$ cat src/include/data_mem_pkg.sv
// Operation
// - Data memory is volatile, eight bits per location.
// - General area: 128 bytes, bank 0, 80H-FFH.
// - Every general location is readable and writable.
// - Special registers ignore bank; 40H needs bank 1.
// - Address space starts at 00H with special registers.
// - Unused special addresses read back as 00H.
// - Indirect port access goes to pointer's location.
// - Port 0 reaches bank 0; port 1 any bank.
// - Indirect port target: read 00H, write ignored.
// - Both pointers are real read/write registers.
// - Bank select bit 0 picks bank 0 or 1.
// - Bank select bits 7 to 1 read zero.
// - Reset clears bank, except watchdog reset in power-down.
// - Direct addressing always reaches bank 0.
// - Accumulator holds results; no memory-to-memory moves.
// - Program counter low write jumps within page.
// - Program counter low write inserts a dummy cycle.
package data_mem_pkg;

  // Width of one data memory location.
  localparam int DATA_W = 8;
  // Width of an effective address: bank bit above an 8-bit address.
  localparam int EFF_W = 9;
  // Number of general purpose locations.
  localparam int GP_DEPTH = 128;
  // Address width inside the general purpose area.
  localparam int GP_AW = 7;

  // Special function register addresses.
  localparam logic [7:0] ADDR_IND_PORT0 = 8'h00;
  localparam logic [7:0] ADDR_MEM_PTR0 = 8'h01;
  localparam logic [7:0] ADDR_IND_PORT1 = 8'h02;
  localparam logic [7:0] ADDR_MEM_PTR1 = 8'h03;
  localparam logic [7:0] ADDR_BANK_SEL = 8'h04;
  localparam logic [7:0] ADDR_ALU_RESULT = 8'h05;
  localparam logic [7:0] ADDR_PC_LOW = 8'h06;
  // Nonvolatile control register, present in bank 1 only.
  localparam logic [7:0] ADDR_NV_CTRL = 8'h40;

  // Bit that splits the special area from the general area.
  localparam int GP_AREA_BIT = 7;
  // Position of the bank select bit in its register.
  localparam int BANK_BIT_POS = 0;

  // Values after reset.
  localparam logic [7:0] RST_BYTE = 8'h00;
  localparam logic RST_BANK = 1'b0;
  // Value returned by unused or unreachable locations.
  localparam logic [7:0] ZERO_BYTE = 8'h00;

  // Cycles from a taken read to its data.
  localparam int READ_LATENCY = 2;

  // Source selected for a pending read.
  typedef enum logic [2:0] {
    SRC_ZERO,
    SRC_RAM,
    SRC_PERIPH,
    SRC_PTR0,
    SRC_PTR1,
    SRC_BANK,
    SRC_ALU,
    SRC_PC_LOW
  } rd_src_t;

endpackage : data_mem_pkg

$ cat src/verilog/gp_data_ram.sv
`timescale 1ns/1ps
`default_nettype none

// General purpose storage array with a registered read port.
module gp_data_ram (
  // Clock.
  input wire logic i_core_clk,
  // Write port.
  input wire logic i_wr,
  input wire logic [data_mem_pkg::GP_AW-1:0] i_wr_addr,
  input wire logic [data_mem_pkg::DATA_W-1:0] i_wdata,
  // Read port.
  input wire logic i_rd,
  input wire logic [data_mem_pkg::GP_AW-1:0] i_rd_addr,
  output logic [data_mem_pkg::DATA_W-1:0] o_rdata
);

  // The storage itself; contents are undefined after power-up.
  logic [data_mem_pkg::DATA_W-1:0] mem [data_mem_pkg::GP_DEPTH];

  // Every location takes a write; none is protected.
  always_ff @(posedge i_core_clk) begin
    if (i_wr) begin
      mem[i_wr_addr] <= i_wdata;
    end
  end

  // Read data is captured whole, one byte per location.
  always_ff @(posedge i_core_clk) begin
    if (i_rd) begin
      o_rdata <= mem[i_rd_addr];
    end
  end

endmodule : gp_data_ram

`default_nettype wire

$ cat src/verilog/banked_data_memory_access.sv
`timescale 1ns/1ps
`default_nettype none

// Data memory access path: resolves direct and indirect operands to a
// banked effective address, keeps the pointer, bank, accumulator and
// counter low jump registers, owns the general purpose array and forwards the other special
// addresses to the peripheral registers outside, 40H only in bank 1.
module banked_data_memory_access (
  // Clock and power-on reset.
  input wire logic i_core_clk,
  input wire logic i_arst_n,
  // Other resets, synchronous one-cycle pulses from the reset logic.
  input wire logic i_sys_reset,
  input wire logic i_wdt_pd_reset,
  // Data memory operand access from the core.
  input wire logic i_mem_rd,
  input wire logic i_mem_wr,
  input wire logic [7:0] i_mem_addr,
  input wire logic [7:0] i_mem_wdata,
  output logic [7:0] o_mem_rdata,
  output logic o_mem_rvalid,
  // Result load from the arithmetic unit.
  input wire logic i_alu_load,
  input wire logic [7:0] i_alu_data,
  output logic [7:0] o_alu_result,
  // Program counter low byte.
  input wire logic [7:0] i_pc_low,
  output logic o_pc_jump,
  output logic [7:0] o_pc_jump_low,
  output logic o_dummy_cycle,
  // Peripheral special registers outside this block.
  output logic o_periph_rd,
  output logic o_periph_wr,
  output logic [6:0] o_periph_addr,
  output logic o_periph_bank,
  output logic [7:0] o_periph_wdata,
  input wire logic [7:0] i_periph_rdata,
  input wire logic i_periph_hit,
  // Register state seen by the core.
  output logic o_bank_sel,
  output logic [7:0] o_mem_ptr0,
  output logic [7:0] o_mem_ptr1
);

  // A write wins over a read requested in the same cycle.
  wire logic wr_take;
  wire logic rd_take;
  assign wr_take = i_mem_wr;
  assign rd_take = i_mem_rd & ~i_mem_wr;

  // The operand names one of the two indirect ports.
  wire logic is_port0;
  wire logic is_port1;
  assign is_port0 = (i_mem_addr == data_mem_pkg::ADDR_IND_PORT0);
  assign is_port1 = (i_mem_addr == data_mem_pkg::ADDR_IND_PORT1);

  // Effective address: bank bit over the byte address.
  wire logic [data_mem_pkg::EFF_W-1:0] eff_addr;
  assign eff_addr = is_port0 ? {1'b0, o_mem_ptr0} :
                    is_port1 ? {o_bank_sel, o_mem_ptr1} :
                    {1'b0, i_mem_addr};

  // Low byte and bank of the effective address.
  wire logic [7:0] eff_low;
  wire logic eff_bank;
  assign eff_low = eff_addr[7:0];
  assign eff_bank = eff_addr[data_mem_pkg::EFF_W-1];

  // An indirect access that points back at a port reaches nothing.
  wire logic null_tgt;
  assign null_tgt = (is_port0 | is_port1) &
                    ((eff_low == data_mem_pkg::ADDR_IND_PORT0) |
                     (eff_low == data_mem_pkg::ADDR_IND_PORT1));

  // General area lies in the upper half, and only in bank 0.
  wire logic sel_ram;
  assign sel_ram = ~null_tgt & eff_low[data_mem_pkg::GP_AREA_BIT] & ~eff_bank;

  // Special area starts at address zero and ignores the bank.
  wire logic in_sfr;
  assign in_sfr = ~null_tgt & ~eff_low[data_mem_pkg::GP_AREA_BIT];

  // Registers kept inside this block.
  wire logic sel_ptr0;
  wire logic sel_ptr1;
  wire logic sel_bank;
  wire logic sel_alu;
  wire logic sel_pcl;
  assign sel_ptr0 = in_sfr & (eff_low == data_mem_pkg::ADDR_MEM_PTR0);
  assign sel_ptr1 = in_sfr & (eff_low == data_mem_pkg::ADDR_MEM_PTR1);
  assign sel_bank = in_sfr & (eff_low == data_mem_pkg::ADDR_BANK_SEL);
  assign sel_alu = in_sfr & (eff_low == data_mem_pkg::ADDR_ALU_RESULT);
  assign sel_pcl = in_sfr & (eff_low == data_mem_pkg::ADDR_PC_LOW);

  // Any special address not kept here is passed outside; the nonvolatile
  // control register answers only in bank 1.
  wire logic sel_internal;
  wire logic is_nv_ctrl;
  wire logic sel_periph;
  assign sel_internal = sel_ptr0 | sel_ptr1 | sel_bank | sel_alu | sel_pcl;
  assign is_nv_ctrl = (eff_low == data_mem_pkg::ADDR_NV_CTRL);
  assign sel_periph = in_sfr & ~sel_internal & (~is_nv_ctrl | eff_bank);

  // Source for a read taken in this cycle.
  wire data_mem_pkg::rd_src_t next_src;
  assign next_src = sel_ram ? data_mem_pkg::SRC_RAM :
                    sel_periph ? data_mem_pkg::SRC_PERIPH :
                    sel_ptr0 ? data_mem_pkg::SRC_PTR0 :
                    sel_ptr1 ? data_mem_pkg::SRC_PTR1 :
                    sel_bank ? data_mem_pkg::SRC_BANK :
                    sel_alu ? data_mem_pkg::SRC_ALU :
                    sel_pcl ? data_mem_pkg::SRC_PC_LOW :
                    data_mem_pkg::SRC_ZERO;

  // Strobes into the general purpose array.
  wire logic ram_wr;
  wire logic ram_rd;
  assign ram_wr = wr_take & sel_ram;
  assign ram_rd = rd_take & sel_ram;

  // Read data from the array, valid one cycle after the request.
  logic [7:0] ram_rdata;

  // The general purpose array, indexed by the low seven address bits.
  gp_data_ram u_gp_ram (
    .i_core_clk(i_core_clk),
    .i_wr(ram_wr),
    .i_wr_addr(eff_low[data_mem_pkg::GP_AW-1:0]),
    .i_wdata(i_mem_wdata),
    .i_rd(ram_rd),
    .i_rd_addr(eff_low[data_mem_pkg::GP_AW-1:0]),
    .o_rdata(ram_rdata)
  );

  // Memory pointers are ordinary registers; the core increments or
  // decrements them by read, modify and write.
  always_ff @(posedge i_core_clk or negedge i_arst_n) begin
    if (!i_arst_n) begin
      o_mem_ptr0 <= data_mem_pkg::RST_BYTE;
      o_mem_ptr1 <= data_mem_pkg::RST_BYTE;
    end else begin
      if (wr_take && sel_ptr0) begin
        o_mem_ptr0 <= i_mem_wdata;
      end
      if (wr_take && sel_ptr1) begin
        o_mem_ptr1 <= i_mem_wdata;
      end
    end
  end

  // Bank select: a watchdog reset while powered down keeps the bank.
  always_ff @(posedge i_core_clk or negedge i_arst_n) begin
    if (!i_arst_n) begin
      o_bank_sel <= data_mem_pkg::RST_BANK;
    end else if (i_sys_reset && !i_wdt_pd_reset) begin
      o_bank_sel <= data_mem_pkg::RST_BANK;
    end else if (i_sys_reset) begin
      o_bank_sel <= o_bank_sel;
    end else if (wr_take && sel_bank) begin
      o_bank_sel <= i_mem_wdata[data_mem_pkg::BANK_BIT_POS];
    end
  end

  // Accumulator: the arithmetic unit's load wins over an operand write.
  always_ff @(posedge i_core_clk or negedge i_arst_n) begin
    if (!i_arst_n) begin
      o_alu_result <= data_mem_pkg::RST_BYTE;
    end else if (i_alu_load) begin
      o_alu_result <= i_alu_data;
    end else if (wr_take && sel_alu) begin
      o_alu_result <= i_mem_wdata;
    end
  end

  // A write to the counter low byte becomes a jump inside the current
  // page; the core keeps the upper counter bits as they are.
  always_ff @(posedge i_core_clk or negedge i_arst_n) begin
    if (!i_arst_n) begin
      o_pc_jump <= 1'b0;
      o_pc_jump_low <= data_mem_pkg::RST_BYTE;
    end else begin
      o_pc_jump <= wr_take & sel_pcl;
      if (wr_take && sel_pcl) begin
        o_pc_jump_low <= i_mem_wdata;
      end
    end
  end

  // The cycle after the jump is a dummy cycle while the new fetch starts.
  always_ff @(posedge i_core_clk or negedge i_arst_n) begin
    if (!i_arst_n) begin
      o_dummy_cycle <= 1'b0;
    end else begin
      o_dummy_cycle <= o_pc_jump;
    end
  end

  // Peripheral strobes are registered and last one cycle.
  always_ff @(posedge i_core_clk or negedge i_arst_n) begin
    if (!i_arst_n) begin
      o_periph_rd <= 1'b0;
      o_periph_wr <= 1'b0;
      o_periph_addr <= 7'h00;
      o_periph_bank <= 1'b0;
      o_periph_wdata <= data_mem_pkg::RST_BYTE;
    end else begin
      o_periph_rd <= rd_take & sel_periph;
      o_periph_wr <= wr_take & sel_periph;
      if ((rd_take || wr_take) && sel_periph) begin
        o_periph_addr <= eff_low[6:0];
        o_periph_bank <= eff_bank;
        o_periph_wdata <= i_mem_wdata;
      end
    end
  end

  // Pending read: which source answers in the next cycle.
  logic rd_pend;
  data_mem_pkg::rd_src_t rd_src;

  // The first stage of a read records its source.
  always_ff @(posedge i_core_clk or negedge i_arst_n) begin
    if (!i_arst_n) begin
      rd_pend <= 1'b0;
      rd_src <= data_mem_pkg::SRC_ZERO;
    end else begin
      rd_pend <= rd_take;
      if (rd_take) begin
        rd_src <= next_src;
      end
    end
  end

  // Read selection in the second stage; a missing peripheral reads zero.
  logic [7:0] rd_mux;
  always_comb begin
    unique case (rd_src)
      data_mem_pkg::SRC_ZERO: rd_mux = data_mem_pkg::ZERO_BYTE;
      data_mem_pkg::SRC_RAM: rd_mux = ram_rdata;
      data_mem_pkg::SRC_PERIPH: rd_mux = i_periph_hit ? i_periph_rdata : data_mem_pkg::ZERO_BYTE;
      data_mem_pkg::SRC_PTR0: rd_mux = o_mem_ptr0;
      data_mem_pkg::SRC_PTR1: rd_mux = o_mem_ptr1;
      data_mem_pkg::SRC_BANK: rd_mux = {7'h00, o_bank_sel};
      data_mem_pkg::SRC_ALU: rd_mux = o_alu_result;
      data_mem_pkg::SRC_PC_LOW: rd_mux = i_pc_low;
    endcase
  end

  // Read data stands until the next read completes.
  always_ff @(posedge i_core_clk or negedge i_arst_n) begin
    if (!i_arst_n) begin
      o_mem_rvalid <= 1'b0;
      o_mem_rdata <= data_mem_pkg::RST_BYTE;
    end else begin
      o_mem_rvalid <= rd_pend;
      if (rd_pend) begin
        o_mem_rdata <= rd_mux;
      end
    end
  end
endmodule : banked_data_memory_access

`default_nettype wire

$ cat config.mk
export PLATFORM = sky130hd
export DESIGN_NAME = banked_data_memory_access
export DESIGN_NICKNAME = d
export VERILOG_FILES = /design/src/include/data_mem_pkg.sv /design/src/verilog/gp_data_ram.sv /design/src/verilog/banked_data_memory_access.sv
export SDC_FILE = /design/constraint.sdc
export NUM_CORES = 1
export LEC_CHECK = 0
export BUFFER_PORTS_ARGS = -buffer_cell sky130_fd_sc_hd__buf_2
export CELL_PAD_IN_SITES_DETAIL_PLACEMENT = 1
export CELL_PAD_IN_SITES_GLOBAL_PLACEMENT = 2
export CORE_MARGIN = 3
export CORE_UTILIZATION = 40
export CTS_BUF_LIST = sky130_fd_sc_hd__clkbuf_8
export DETAILED_ROUTE_END_ITERATION = 8
export PLACE_DENSITY_LB_ADDON = 0.1
export SLEW_MARGIN = 15
export SYNTH_ARGS = -nofsm -noshare
export SYNTH_HDL_FRONTEND = slang
export SYNTH_SLANG_ARGS = --single-unit
export TNS_END_PERCENT = 30
$ cat constraint.sdc
create_clock -name i_core_clk -period 3.25 [get_ports i_core_clk]
set_input_delay 0.1625 -clock i_core_clk [delete_from_list [all_inputs] [get_ports i_core_clk]]
set_output_delay 0.1625 -clock i_core_clk [all_outputs]
set_load 0.01 [all_outputs]
==> results.cfg <==
[status]
status = finished with violations
failed_checks = negative setup slack

[routing]
drt_iter0_drc = 2970
vias_per_cell = 5.66
vias = 32015
drtAntennaViolNets = 0
drtPass1Iterations = 5
drc_errors = 0
wl_per_cell_microns = 29.4
drt_wl_total_microns = 166000

[sta]
rsz0062_at_grt = true
worst_hold_slack_ns = 0.0391
period_needed_ns = 3.33
setup_ws_ns = -0.0843
relSlewSlack = 0.391
skew_ns = 0.0512
clock.fmax_mhz = 300
timing.final.max_slew_violations = 0
finalCritPeriodShare = 1.03
finalSetupTns_ns = -0.0843
finalHoldViolations = 0
worst_slew_pin_slew_ns = 0.913
setup_viol = 1

[logic_synthesis]
yosysTopAreaCellShare = 0.698
synth_cells = 3256
synth_area_sq_um = 44400
synth_edf_count = 1032
ys_ff_latch = 1098
async_reset_ff_frac = 0.0601
yosysTopAreaCell = edfxtp_1
ys_seq_area_frac = 0.735
syn_avg_cell_area_sq_um = 13.6
synth_area_leaders = edfxtp_1, nand2_1, nand3_1
synth_fp_nets = 3304
synthDistinctLibCells = 79
synth_warnings = 0
synthFlopType = edfxtp_1

[clocking]
tritoncts = done
clk_pin_slew_ns = 0.06
numCtsBuffers = 185
worstSkewPairLatency_ns = 0.88
ctsHtreeMaxLevel = 4
root_buffer = clkbuf_8
clock_path_buffers = 3
clock-sinks = 1098

[power]
ir_worst_vdd_v = 0.000356
p_leak_nw = 21.0
power_density_nw_per_um2 = 531

[floorplan]
dieHeight_microns = 339
io_pins = 110
fp.dieW_microns = 339
fp.dieArea_sq_um = 115000
start_util = 0.405
core_area_sq_um = 109000
rows = 121

[setup_path]
crit_fanout = 11
rr_startpoint = o_mem_ptr1[0]
end_kind = flop
r2r_setup_slack_ns = -0.02
worstPathRequired_ns = 3.84
r2r-end = u_gp_ram.o_rdata[7]
crit_arrival_ns = 3.92
rr_worst_depth = 12
crit_type = in2reg
worst_setup_path_start_kind = input pin

[hold_path]
hold_class = in2async

[final_layout]
seq_area_sq_um = 32600
drive_gt1_frac = 0.268
fillers = 11044
mostFrequentLayoutCell = edfxtp_1
layout_common_cells = edfxtp_1, nand2_1, buf_4
multiInputGateArea_sq_um = 11400
area_growth_pct = 26.9
fin_area_sq_um = 56300
final_nets = 4082

[placement]
place.gp.congestion = 0.896
dpl.hpwl_microns = 112000
io_buffer_count = 109
dpl-instance-area_sq_um = 51900

[global_routing]
grt_pass1_vias = 33200
grt_overflow_total = 0
grt_pass1_wl_microns = 239000
grt_antenna_before_repair = 9
grt_max_degree = 123
grt_use_total = 0.285

[flow_run]
cap_violations = 0
## worst max-delay path: stages
cell and delay [ns]:
dlygate4sd3_1 0.56, buf_2 0.16, or4_4 0.45, buf_12 0.17, o41a_2 0.57, buf_12 0.21, nand4_1 0.09, buf_4 0.25
a21oi_1 0.13, a2111oi_2 0.42, o211ai_1 0.30, nand3_1 0.28, nand4_1 0.13
## repair_timing
item | CTS | global route
resized for setup | 44 | 43
setup endpoints to repair | 214 | 94
buffers inserted | 3 | 6
gates cloned | 2 | 0
hold buffers | 53 | 0
pin swaps | 7 | 11
hold endpoints to repair | 417 | 0
## final cells by class
cell class	instances	area share
sequential	1098	0.580
inverter	16	0.00107
timing repair buffer	796	0.125
antenna	5	0.000222
multi-input combinational	1937	0.202
clock buffer	189	0.0462
tap	1476	0.0328
clock inverter	142	0.0135
## registers in the layout, indices dropped and copies added, names as in the netlist
register	count
o_alu_result	8
o_bank_sel	1
o_dummy_cycle	1
o_mem_ptr0	8
o_mem_ptr1	8
o_mem_rdata	8
o_mem_rvalid	1
o_pc_jump	1
o_pc_jump_low	8
o_periph_addr	7
o_periph_bank	1
o_periph_rd	1
o_periph_wdata	8
o_periph_wr	1
rd_pend	1
rd_src	3
u_gp_ram.mem	1024
u_gp_ram.o_rdata	8
## cell usage after synthesis (all sizes together), types with 3 or more instances
library cell	number
mux2i	164
dfrtp	66
a31o	8
a22oi	27
nand2	718
nor2b	7
o21ai	48
o22ai	20
a221oi	29
nand3	347
inv	16
a311oi	9
o221ai	37
and2	4
a221o	4
mux2	44
o32ai	3
and3	23
o311ai	4
o41ai	4
or4	4
a21oi	82
nor3	15
a2111oi	11
clkbuf	100
nor4	5
o2bb2ai	4
a211oi	9
o311a	3
o211ai	16
nor4b	4
a31oi	51
mux4	4
nand4	16
o2111ai	4
nor2	164
a22o	5
nand2b	4
buf	105
edfxtp	1032
a32oi	6
## worst max-delay path by stage
stage / startpoint / endpoint / slack (ns)
2_1_floorplan: i_mem_addr[4] / u_gp_ram.mem[111][0] / -0.14
3_3_place_gp: o_mem_ptr1[0] / u_gp_ram.o_rdata[6] / -0.80
3_5_place_dp: i_mem_addr[4] / u_gp_ram.o_rdata[6] / -0.83
4_1_cts: o_mem_ptr0[0] / u_gp_ram.o_rdata[2] / -0.04
5_1_grt: o_mem_ptr1[0] / u_gp_ram.o_rdata[7] / -0.06
6_report: i_mem_addr[7] / u_gp_ram.o_rdata[7] / -0.08
## cells by family after synthesis
kind of cell | Yosys count | share of synthesized area
mux | 212 | 0.0509
simple gates | 1321 | 0.128
flops | 1098 | 0.735
compound gates | 403 | 0.0646
xor+xnor | 1 | 0.000197
buf+inv | 221 | 0.0207
## routing by layer
layer | vias up | GRT usage | part of all wire
met4 | 6 | 0.100 | 0.034
met2 | 1154 | 0.470 | 0.48
met1 | 16689 | 0.385 | 0.42
met5 | - | 0 | 0.00025
met3 | 298 | 0.0452 | 0.060
li1 | 13868 | - | -
## through the flow
step	power, mW	cells	worst slack (ns)	utilization
2_1_floorplan	16.9	3256	-0.135	-
3_3_place_gp	18.5	5259	-0.801	0.474
3_5_place_dp	18.6	5259	-0.825	0.474
4_1_cts	30.1	5648	-0.0367	0.512
5_1_grt	30.9	5656	-0.0645	0.514
6_report	29.9	5659	-0.0843	0.515
## report_power, final
group / switching (mW) / internal [mW] / total (mW)
combinational: 1.72 / 1.04 / 2.76
clock: 5.71 / 5.79 / 11.5
sequential: 0.0853 / 15.6 / 15.7
No activity file was read; power rests on OpenSTA's default activity.
